===== src/ladder_reference_map.svh =====
// register offsets, field positions and reset values of the ladder reference control
// assumes inclusion by bare name from the package and design files
`ifndef LADDER_REFERENCE_MAP_SVH
`define LADDER_REFERENCE_MAP_SVH
`define REF_CTRL_OFFSET 8'h9F
`define REF_CTRL_RESET 8'h00
`define REF_POWER_BIT 7
`define REF_PIN_OE_BIT 6
`define REF_RANGE_BIT 5
`define REF_UNUSED_BIT 4
`define REF_CODE_MSB 3
`define REF_CODE_LSB 0
`define REF_LOW_DIV 24
`define REF_HIGH_DIV 32
`define REF_HIGH_BASE_32 8
`define REF_IMPL_MASK 8'hEF
`define REF_LEVEL_RESET 7'h00
`endif


===== src/ladder_reference_pkg.sv =====
// types shared by the ladder reference control
// assumes the map header sits in the same folder
`include "ladder_reference_map.svh"
package ladder_reference_pkg;
    typedef struct packed {
        logic power_enable;
        logic pin_output_enable;
        logic range_select;
        logic [3:0] level_code;
    } ref_ctrl_t;
    typedef struct packed {
        logic range_select;
        logic [3:0] level_code;
    } tap_sel_t;
endpackage


===== src/ref_level_calc.sv =====
// computes the ideal reference level as a fraction of supply, in 1/96 steps
// assumes tap select settled by caller; purely combinational
`timescale 1ns/10ps
`default_nettype none
module ref_level_calc
    import ladder_reference_pkg::*;
(
    input wire tap_sel_t sel, // range and code
    output logic [6:0] level_96 // level in 96ths of supply
);
    always_comb
    begin
        if (sel.range_select)
            level_96 = {1'b0, sel.level_code, 2'b00};
        else
            level_96 = 7'h18 + 7'h03 * {3'h0, sel.level_code};
    end
endmodule
`default_nettype wire


===== src/ref_pin_gate.sv =====
// gates the reference onto its pin from power, direction and output enable
// assumes direction bit 1 means input
`timescale 1ns/10ps
`default_nettype none
module ref_pin_gate
(
    input wire logic power_on, // reference powered
    input wire logic pin_oe, // pin output enable bit
    input wire logic pin_is_input, // pin direction bit
    output logic attach // connect reference to pin
);
    assign attach = power_on && pin_oe && pin_is_input;
endmodule
`default_nettype wire


===== src/ladder_reference_control.sv =====
// control register and tap select of the 16-tap ladder reference
// assumes one clock, synchronous active high reset, plain register port
`timescale 1ns/10ps
`default_nettype none
`include "ladder_reference_map.svh"
module ladder_reference_control
    import ladder_reference_pkg::*;
(
    input wire logic clk, // system clock
    input wire logic rst, // device reset
    input wire logic [7:0] addr, // register address
    input wire logic [7:0] wdata, // write data
    input wire logic wr, // write strobe
    input wire logic rd, // read strobe
    output logic [7:0] rdata_ff, // read data
    input wire logic sleep_mode, // device asleep
    input wire logic port_a_direction_2, // pin direction, 1 input
    output logic ref_power_enable_ff, // ladder power
    output logic ref_output_pin_oe_ff, // attach ladder to pin
    output tap_sel_t tap_sel_ff, // ladder tap select
    output logic [6:0] level_96_ff // ideal level in 96ths of supply
);
    // control register and decoded strobes
    ref_ctrl_t ctrl_ff;
    ref_ctrl_t nxt_ctrl;
    logic hit;
    logic wr_hit;
    logic rd_hit;

    // pin gate and level model
    logic attach;
    logic [6:0] level_96;
    tap_sel_t cur_tap;

    // read path
    logic [7:0] ctrl_word;
    logic [7:0] impl_mask;
    logic [7:0] read_word;

    // write data as it would land on the tap select
    tap_sel_t wr_tap;

    // only one address is decoded; all others are ignored
    assign hit = (addr == `REF_CTRL_OFFSET);
    assign wr_hit = wr && hit;
    assign rd_hit = rd && hit;
    assign impl_mask = `REF_IMPL_MASK;
    assign cur_tap = tap_sel_t'({ctrl_ff.range_select, ctrl_ff.level_code});
    assign wr_tap = tap_sel_t'({wdata[`REF_RANGE_BIT], wdata[`REF_CODE_MSB:`REF_CODE_LSB]});

    // sleep has no effect on the register
    // bit 4 has no storage, so a write to it is dropped
    always_comb
    begin
        nxt_ctrl = ctrl_ff;
        if (wr_hit)
        begin
            nxt_ctrl.power_enable = wdata[`REF_POWER_BIT];
            nxt_ctrl.pin_output_enable = wdata[`REF_PIN_OE_BIT];
            nxt_ctrl.range_select = wdata[`REF_RANGE_BIT];
            nxt_ctrl.level_code = wdata[`REF_CODE_MSB:`REF_CODE_LSB];
        end
    end

    // every implemented field loads on the write edge
    always_ff @(posedge clk)
    begin
        if (rst)
            ctrl_ff <= ref_ctrl_t'(7'h00);
        else
            ctrl_ff <= nxt_ctrl;
    end

    // stored fields placed at their byte positions
    always_comb
    begin
        ctrl_word = 8'h00;
        ctrl_word[`REF_POWER_BIT] = ctrl_ff.power_enable;
        ctrl_word[`REF_PIN_OE_BIT] = ctrl_ff.pin_output_enable;
        ctrl_word[`REF_RANGE_BIT] = ctrl_ff.range_select;
        ctrl_word[`REF_CODE_MSB:`REF_CODE_LSB] = ctrl_ff.level_code;
    end

    // unimplemented bits masked off one by one
    for (genvar i = 0; i < 8; i++)
    begin : g_read_bit
        assign read_word[i] = ctrl_word[i] & impl_mask[i];
    end

    // read data stands for one cycle only, zero otherwise
    always_ff @(posedge clk)
    begin
        if (rst)
            rdata_ff <= 8'h00;
        else if (rd_hit)
            rdata_ff <= read_word;
        else
            rdata_ff <= 8'h00;
    end

    // reference reaches the pin only when powered, enabled and input
    ref_pin_gate ref_pin_gate_inst
    (
        .power_on(ctrl_ff.power_enable),
        .pin_oe(ctrl_ff.pin_output_enable),
        .pin_is_input(port_a_direction_2),
        .attach(attach)
    );

    // ideal level of the selected tap
    ref_level_calc ref_level_calc_inst
    (
        .sel(cur_tap),
        .level_96(level_96)
    );

    // ladder power follows the stored enable one cycle later
    always_ff @(posedge clk)
    begin
        if (rst)
            ref_power_enable_ff <= 1'b0;
        else
            ref_power_enable_ff <= ctrl_ff.power_enable;
    end

    // pin attach follows the gate one cycle later
    always_ff @(posedge clk)
    begin
        if (rst)
            ref_output_pin_oe_ff <= 1'b0;
        else
            ref_output_pin_oe_ff <= attach;
    end

    // tap select lags the register by one cycle
    always_ff @(posedge clk)
    begin
        if (rst)
            tap_sel_ff <= tap_sel_t'(5'h00);
        else
            tap_sel_ff <= cur_tap;
    end

    // level model moves together with the tap select
    always_ff @(posedge clk)
    begin
        if (rst)
            level_96_ff <= `REF_LEVEL_RESET;
        else
            level_96_ff <= level_96;
    end
endmodule
`default_nettype wire


===== config.mk =====
export PLATFORM = sky130hd
export DESIGN_NAME = ladder_reference_control
export DESIGN_NICKNAME = d
export VERILOG_FILES = /design/src/ladder_reference_pkg.sv /design/src/ref_level_calc.sv /design/src/ref_pin_gate.sv /design/src/ladder_reference_control.sv
export VERILOG_INCLUDE_DIRS = /design/src
export SDC_FILE = /design/constraint.sdc
export NUM_CORES = 1
export LEC_CHECK = 0
export BUFFER_PORTS_ARGS = -buffer_cell sky130_fd_sc_hd__buf_4
export CORE_MARGIN = 10
export CORE_UTILIZATION = 46
export DETAILED_ROUTE_END_ITERATION = 8
export GPL_ROUTABILITY_DRIVEN = 0
export PLACE_DENSITY = 0.84
export SLEW_MARGIN = 10
export SYNTH_ARGS = -nofsm -noshare
export SYNTH_HDL_FRONTEND = slang
export SYNTH_SLANG_ARGS = --single-unit

===== constraint.sdc =====
create_clock -name clk -period 2.6 [get_ports clk]
set_input_delay 0.13 -clock clk [delete_from_list [all_inputs] [get_ports clk]]
set_output_delay 0.13 -clock clk [all_outputs]
set_load 0.01 [all_outputs]

Word-level counts from Yosys, hierarchy flattened
Index checks and enable logic that the tools add are counted.
Operators by class
  multiplexer cells: 1
  reductions and logical operators: 6
  equal/unequal tests: 1
  $add $sub $neg: 1
  multiply operators: 1
  bitwise operators: 1
Operator list (number)
  8-bit equality test (second input constant): 1
  5-bit by 6-bit adder with 7-bit output (first input constant): 1
  2-bit by 4-bit multiplier with 6-bit output (first input constant): 1
  6-bit two-way mux: 1
  1-bit logical AND: 4
  2-bit OR reduction: 2
  1-bit NOT: 1
Word-level totals
  register bits after elaboration: 29
  word-level logic and storage cells: 23
  input bits: 22

Logic depth before layout (Yosys ltp)
Gate-level depths: netlist of run 1.
  word-level depth: 4
  mapped depth: 7
  depth with buffers taken out: 7

Hierarchy
Synthesis of run 1 repeated with hierarchy kept, for this count alone.
Unflattened totals
  cells, all modules: 101
  area total of the unflattened synthesis: 1156.1 um2
By module, submodules not included
  ladder_reference_control: times used 1, sequential area each 560.5 um2, cells each 73, area each 913.4 um2
  ref_level_calc: times used 1, sequential area each 0.0 um2, cells each 27, area each 236.5 um2
  ref_pin_gate: times used 1, sequential area each 0.0 um2, cells each 1, area each 6.3 um2

Worst setup path before layout of run 1
OpenSTA, ideal clock, no wires.
  path type: register to register
  from: register ctrl_ff[1] (netlist bit)
  to: register level_96_ff[5]
  required time: 2479 ps
  arrival: 1914 ps
  path buffers: 0
  stages on the path, launching flop included: 7
  slack: 566 ps
  cell sequence: dfxtp_1 > ha_1 > inv_1 > fa_1 > or3b_2 > a21oi_1 > mux2_2
On the way
  cells in the longest elaborated chain, start to end: 3
RTL lines
  start: declaration: RTL line ladder_reference_control.sv:24  | ref_ctrl_t ctrl_ff;
  start signal: assignment: RTL line ladder_reference_control.sv:69  | ctrl_ff <= ref_ctrl_t'(7'h00);
  start signal: assignment: RTL line ladder_reference_control.sv:71  | ctrl_ff <= nxt_ctrl;
  2-bit by 4-bit multiplier with 6-bit output: RTL line ref_level_calc.sv:16  | level_96 = 7'h18 + 7'h03 * {3'h0, sel.level_code};
  5-bit by 6-bit adder with 7-bit output: RTL line ref_level_calc.sv:16
  6-bit two-way mux: RTL line ref_level_calc.sv:13  | if (sel.range_select)
  end signal: assignment: RTL line ladder_reference_control.sv:148  | level_96_ff <= `REF_LEVEL_RESET;
  end signal: assignment: RTL line ladder_reference_control.sv:150  | level_96_ff <= level_96;
  end: declaration: RTL line ladder_reference_control.sv:21  | output logic [6:0] level_96_ff
Every way passes these cells.
A chain may end at the register's enable or synchronous reset.

Worst setup path in the final report of run 1
Ends and elaborated chain as after synthesis.

==> key figures, run 1 <==
Outcome
  • Outcome: finished clean

Die
  • Core area: 0.00223 mm2
  • Ports: between 40 and 50
  • Die W: 68.7 um
  • Die height: 68.7 um
  • Row Count: 17
  • Die ar.: 0.00472 mm2
  • Initial Util: roughly half

Power and ir drop
  • Worst IR drop on VDD: about 0.38 mV
  • PwrDens: 516 mW/mm2
  • P_leak: 0.698 nW

Yosys
  • Synth cell count leaders: 28 x dfxtp_1, 10 x nor2_1, 8 x inv_1
  • Synthesis Warnings: 0
  • EDFF count, synth: 0
  • Most common cell in the synthesized netlist: dfxtp_1
  • Post-synth top flop: dfxtp_1
  • Synth Net Count: around 130
  • Synth Area in Adders: 9.41%
  • Largest family of logic cells by synthesized area: simple AND/OR/NAND/NOR gates
  • Largest cells by area after synthesis: dfxtp_1 51%, mux2_2 6.2%, ha_1 5.7%
  • Synth Register Bits: 28
  • Seq/Total Area, Yosys: roughly half
  • Yosys top cell area share: 51.4%
  • Synth Area in Simple Gates: 23.0%
  • Async S/R FF share, synth: 0%
  • Syn Std Cell Area: 0.00109 mm2
  • Syn_area_per_cell: roughly 11 um2
  • Post-synthesis xor/xnor area fraction: less than 1%
  • Synth cell types: 24
  • Cells after Synth: 98
  • Complex-gate fraction of the synthesized area: 1.61%
  • Multiplexer area fraction after synthesis: 8.96%
  • Leading area contributor after synthesis: dfxtp_1

Finish
  • Nets: approximately 170
  • Synth-to-layout area growth: 33.9%
  • Fraction of layout cells with a size suffix above 1: between 40% and 50%
  • Final Non-Filler Cells: 166
  • Ant diodes: 0
  • End-of-flow core utilization: 65.3%

Detailed routing
  • Final WL: 2250 um
  • DRT Pass-1 Iters: 4
  • Vias per inst: 4.66
  • ANT nets after route: 0
  • Via count: a little under 800
  • Drt drc: 0
  • WL per Instance: about 14 um
  • DRT iter0 DRCs: 6

Timing
  • FMAX: 470 MHz
  • Period utilisation layout: 81.8%
  • RSZ-0062 raised after global routing: no
  • Final Hold Fails: 0
  • WHS: 42.3 ps
  • Clock Skew: ~6.3 ps
  • Max-slew headroom: 54.1%
  • Final setup viols: 0
  • Setup_tns: 0 ps
  • Period minus WS final: 2130 ps
  • Final Slew Violations: 0
  • Worst-Margin Slew: 682 ps

Critical path
  • Maximum fanout along the worst path: 5
  • Critical Path RT: 2830 ps
  • R2r setup slk: around 470 ps
  • Slowest-stage cell, CP: or3b_2
  • Top cell family by delay on the critical path: adder cells
  • Crit-path max cell delay: 440 ps
  • Worst Setup Path Type: reg2reg
  • Cell Chain, Critical Path: ha_1, inv_1, fa_1, or3b_2, a21oi_1, mux2_2
  • Reg2reg path depth: 6
  • Reg-to-reg endpoint: level_96_ff[5]$_SDFF_PP0_
  • Reg-to-Reg Start: ctrl_ff[1]$_SDFFE_PP0P_
  • Worst path arrival time: about 2400 ps
  • Worst path bufs/invs: 1
  • Critical Path End Type: register
  • Startpoint types: register

CTS
  • Setup repair bufs after CTS: 0
  • Hold_buf cts: 0
  • Root buffer cell: clkbuf_4
  • CTS tree: done
  • H-Tree Depth: 1
  • Reg clk slew, reported paths: about 150 ps
  • Worst-skew pair later-pin latency: around 320 ps
  • Max clock buf depth: 2
  • Post-CTS Resized: 0
  • CTS buffer count: 3
  • Clk sinks: 28

GRT
  • Vias in the first global route: approximately 840
  • Antenna violations before repair: 0
  • First-pass GRT wire length: 3550 um
  • Largest net degree at the start of global routing: 22
  • Grt ovf: 0
  • Total track usage: 10.0%

Min path
  • Min-delay src: port_a_direction_2
  • HP Class: in2reg
  • Hold Crit Depth: 2
  • Worst Hold Path EP: ref_output_pin_oe_ff$_SDFF_PP0_

Placement
  • Placed cells: 162
  • Post-DP HPWL: 1840 um
  • Port Buffers: 40

Job
  • Max Cap Viol: 0
==> state kept, by name, indices dropped and copies added (netlist names) <==
name and cells:
ctrl_ff 7, tap_sel_ff 5, ref_output_pin_oe_ff 1, rdata_ff 7, level_96_ff 7, ref_power_enable_ff 1
==> routing by layer <==
metal  vias to the layer above  track usage (%)  wire, um
met5                         -                0         0
met4                         0             6.03        37
met3                         4             5.48       321
met2                        38             15.9      1070
met1                       340             10.2       824
li1                        391                -         -
==> logic make-up after synthesis <==
group,Yosys count
AND/OR/NAND/NOR,37
flip-flops,28
buffers and inverters,12
multiplexers,9
adder cells (fa/ha/maj),7
AO/OA/AOI/OAI,3
other,1
XOR/XNOR,1
==> stage by stage <==
stage / power, mW / instance area [um2] / setup slack, ps
after global routing: 0.777 / 1460 / 375
after floorplan: 0.458 / 1090 / 566
after detailed placement: 0.484 / 1410 / 473
after global placement: 0.482 / 1410 / 494
final: 0.753 / 1460 / 474
after CTS: 0.760 / 1460 / 455
==> worst reg2reg max path, delay by kind of cell, from the launching register on <==
family / cells / cell delay [ps]
multiplexers: 1 / 340
adder cells (fa/ha/maj): 2 / 620
flip-flops: 1 / 380
AO/OA/AOI/OAI: 1 / 160
AND/OR/NAND/NOR: 1 / 440
buffers and inverters: 1 / 100
==> worst max-delay path by stage <==
stage                                       start                         to  slack, ps  cells past startpoint
after global routing      ctrl_ff[1]$_SDFFE_PP0P_  level_96_ff[5]$_SDFF_PP0_        380                      6
after detailed placement  ctrl_ff[1]$_SDFFE_PP0P_  level_96_ff[5]$_SDFF_PP0_        470                      6
final                     ctrl_ff[1]$_SDFFE_PP0P_  level_96_ff[5]$_SDFF_PP0_        470                      6
after CTS                 ctrl_ff[1]$_SDFFE_PP0P_  level_96_ff[5]$_SDFF_PP0_        450                      6
after global placement    ctrl_ff[1]$_SDFFE_PP0P_  level_96_ff[5]$_SDFF_PP0_        490                      6
after floorplan           ctrl_ff[1]$_SDFFE_PP0P_  level_96_ff[5]$_SDFF_PP0_        570                      6
==> area by class of cell <==
type | instances | area, um2
repair buffers | 40 | 300
inverters | 8 | 30.0
well taps | 28 | 35.0
clock inverters | 1 | 30.0
clock buffers | 3 | 22.5
multi-input cells | 58 | 480
fillers | 190 | 774
flip-flops and latches | 28 | 561
==> cell usage in the layout, fill, tap and decap left out, types with 4 or more instances in the layout <==
cell type | Yosys | layout
and2_2 | 6 | 6
buf_4 | 1 | 40
dfxtp_1 | 28 | 28
ha_1 | 5 | 5
inv_1 | 8 | 8
mux2_2 | 6 | 6
nand2b_1 | 4 | 4
nor2_1 | 10 | 10
nor2b_1 | 7 | 7
==> where the power goes <==
group	leakage, nW	switching (mW)	internal [mW]
Clock	0.0279	0.123	0.156
Sequential	0.226	0.000640	0.431
Combinational	0.444	0.0151	0.0269
(Power assumes the default switching activity.)
==> run 2, diff against run 1 <==
--- a/config.mk
+++ b/config.mk
@@ -6,12 +6,13 @@
 export SDC_FILE = /design/constraint.sdc
 export NUM_CORES = 1
 export LEC_CHECK = 0
+export ABC_AREA = 1
 export BUFFER_PORTS_ARGS = -buffer_cell sky130_fd_sc_hd__buf_4
 export CORE_MARGIN = 10
-export CORE_UTILIZATION = 46
+export CORE_UTILIZATION = 43
 export DETAILED_ROUTE_END_ITERATION = 8
 export GPL_ROUTABILITY_DRIVEN = 0
-export PLACE_DENSITY = 0.84
+export PLACE_DENSITY = 0.81
 export SLEW_MARGIN = 10
 export SYNTH_ARGS = -nofsm -noshare
 export SYNTH_HDL_FRONTEND = slang
==> constraint.sdc (replaced) <==
create_clock -name clk -period 1.8 [get_ports clk]
set_input_delay 0.09 -clock clk [delete_from_list [all_inputs] [get_ports clk]]
set_output_delay 0.09 -clock clk [all_outputs]
set_load 0.01 [all_outputs]
==> key figures, run 2 <==
Timing
  • Final Slew Violations: 0
  • RSZ-0062 raised after global routing: no
  • Final Hold Fails: 0
  • Period minus WS final: ~1700 ps
  • FMAX: approximately 590 MHz
  • Final setup viols: 0
  • Clock Skew: 4.17 ps
  • WHS: approximately 55 ps
  • Setup_tns: 0 ps
  • Period utilisation layout: 94.0%

Finish
  • Area of the multi-input gates: 482 um2
  • Commonest non-fill, non-tap cell in the layout: buf_4
  • Nets: roughly 220
  • Most frequent cells in the layout: 43 x buf_4, 30 x inv_1, 26 x dfxtp_1, 21 x nand2_1, 20 x nor2_1
  • Layout fillers: 227
  • Fraction of layout cells with a size suffix above 1: roughly a third
  • Synth-to-layout area growth: 34.1%
  • Largest regs: ctrl_ff (7), level_96_ff (7), rdata_ff (7)
  • Reg area: 563 um2
  • Ant diodes: 0
  • End-of-flow core utilization: 62.0%

Yosys
  • Yosys top cell area share: between 40% and 50%
  • EDFF count, synth: 0
  • Cells after Synth: approximately 140
  • Most common cell in the synthesized netlist: inv_1
  • Syn Std Cell Area: 0.00117 mm2
  • Seq/Total Area, Yosys: 48.1%
  • Synth Net Count: 168
  • Synth cell types: 24
  • Synthesis Warnings: 0
  • Async S/R FF share, synth: 0%
  • Largest cells by area after synthesis: dfxtp_1 48%, inv_1 9.7%, nand2_1 6.8%
  • Syn_area_per_cell: 8.39 um2
  • Post-synth top flop: dfxtp_1
  • Leading area contributor after synthesis: dfxtp_1
  • Synth cell count leaders: 30 x inv_1, 28 x dfxtp_1, 21 x nand2_1
  • Synth Register Bits: 28

Detailed routing
  • Drt drc: 0
  • Vias per inst: 4.47
  • WL per Instance: 11.7 um
  • ANT nets after route: 0
  • DRT iter0 DRCs: 39
  • Final WL: 2510 um
  • Via count: 957
  • DRT Pass-1 Iters: 4

GRT
  • Grt ovf: 0
  • Largest net degree at the start of global routing: 15
  • Total track usage: 9.61%
  • Antenna violations before repair: 0
  • First-pass GRT wire length: between 4000 and 5000 um
  • Vias in the first global route: 997

CTS
  • H-Tree Depth: 1
  • Clk sinks: 28
  • CTS tree: done
  • Reg clk slew, reported paths: 140 ps
  • Root buffer cell: clkbuf_4
  • Worst-skew pair later-pin latency: 320 ps
  • CTS buffer count: 3
  • Max clock buf depth: 2

Critical path
  • Worst Setup Path Type: reg2reg
  • Critical Path RT: roughly 2000 ps
  • Crit path capture: level_96_ff[4]$_SDFF_PP0_
  • Reg-to-reg endpoint: level_96_ff[4]$_SDFF_PP0_
  • Crit-path max cell delay: ~360 ps
  • Top cell family by delay on the critical path: adder cells
  • Critical Path End Type: register
  • Startpoint types: register
  • Reg2reg path depth: 7
  • Stages on worst setup path: 7
  • Maximum fanout along the worst path: 3
  • R2r setup slk: 110 ps
  • Worst path bufs/invs: 1
  • Cell Chain, Critical Path: ha_1, ha_2, inv_1, fa_2, or2_4, nand3_1, o21ai_0
  • Worst path arrival time: between 1500 and 2000 ps
  • Slowest-stage cell, CP: dfxtp_2
  • Setup crit start: ctrl_ff[1]$_SDFFE_PP0P_
  • Reg-to-Reg Start: ctrl_ff[1]$_SDFFE_PP0P_

Placement
  • Post-DP HPWL: 2040 um
  • Port Buffers: 40

Power and ir drop
  • PwrDens: 613 mW/mm2
  • Overall power: 0.959 mW
  • Worst IR drop on VDD: 0.461 mV
  • P_leak: 0.804 nW

Die
  • Die ar.: about 0.0052 mm2
  • Die W: between 70 and 80 um
  • Row Count: 18
  • Die height: around 72 um
  • Core area: 0.00252 mm2
  • Initial Util: 46.2%
  • Ports: 44

Outcome
  • Outcome: finished clean

Min path
  • HP Class: in2reg

Job
  • Max Cap Viol: 0
-- run 2: tightest hold or removal path: cells and delay by family --
| family | cells | cell delay [ps] |
|---|---|---|
| simple gates | 2 | 140 |
| buf+inv | 1 | 120 |
-- run 2: cell type report --
| type | instances | area share (%) |
|---|---|---|
| clock buffers | 3 | 1.44 |
| inverters | 31 | 7.44 |
| multi-input cells | 77 | 30.8 |
| flip-flops and latches | 28 | 36.0 |
| well taps | 30 | 2.40 |
| repair buffers | 45 | 21.9 |
-- run 2: timing repair --
item,in CTS,in global routing
setup buffers,0,1
hold buffers,2,0
gates resized for setup,1,5
setup endpoints to repair,1,2
endpoints found under the hold margin,4,0
-- run 2: cell families after synthesis --
group | after synthesis | synth area share (%)
compound gates | 5 | 2.47
fa+ha+maj | 7 | 8.80
buf+inv | 34 | 11.7
flops | 28 | 48.1
other cells | 1 | 0.322
simple gates | 64 | 28.6
-- run 2: worst min-delay path by stage --
| stage | start | cells past startpoint | endpoint | slack [ps] |
|---|---|---|---|---|
| floorplan | rd | 2 | rdata_ff[5]$_SDFF_PP0_ | 250 |
| CTS | rd | 3 | rdata_ff[5]$_SDFF_PP0_ | 50 |
| global placement | port_a_direction_2 | 2 | ref_output_pin_oe_ff$_SDFF_PP0_ | 330 |
| global route | rd | 3 | rdata_ff[5]$_SDFF_PP0_ | 50 |
| finish | rd | 3 | rdata_ff[5]$_SDFF_PP0_ | 60 |
| detailed placement | port_a_direction_2 | 2 | ref_output_pin_oe_ff$_SDFF_PP0_ | 340 |
-- run 2: routing by layer --
metal	vias up	part of all wire [%]	global-route usage (%)
li1	509	-	-
met1	403	40	10.2
met2	39	47	16.3
met3	6	10	3.27
met4	0	2.3	5.16
met5	-	0	0
-- run 2: through the flow --
stage	worst slack, ps	std cells	instance area (um2)
4_1_cts	12.4	213	1540
2_1_floorplan	29.1	139	1170
3_5_place_dp	20.0	208	1500
6_report	108	214	1560
3_3_place_gp	47.5	208	1500
5_1_grt	13.2	214	1560
-- run 2: power by group --
part | internal, mW | switching (mW) | total [mW]
Clock | 0.0786 | 0.174 | 0.252
Combinational | 0.0423 | 0.0404 | 0.0827
Sequential | 0.623 | 0.000934 | 0.624
Total | 0.744 | 0.215 | 0.959
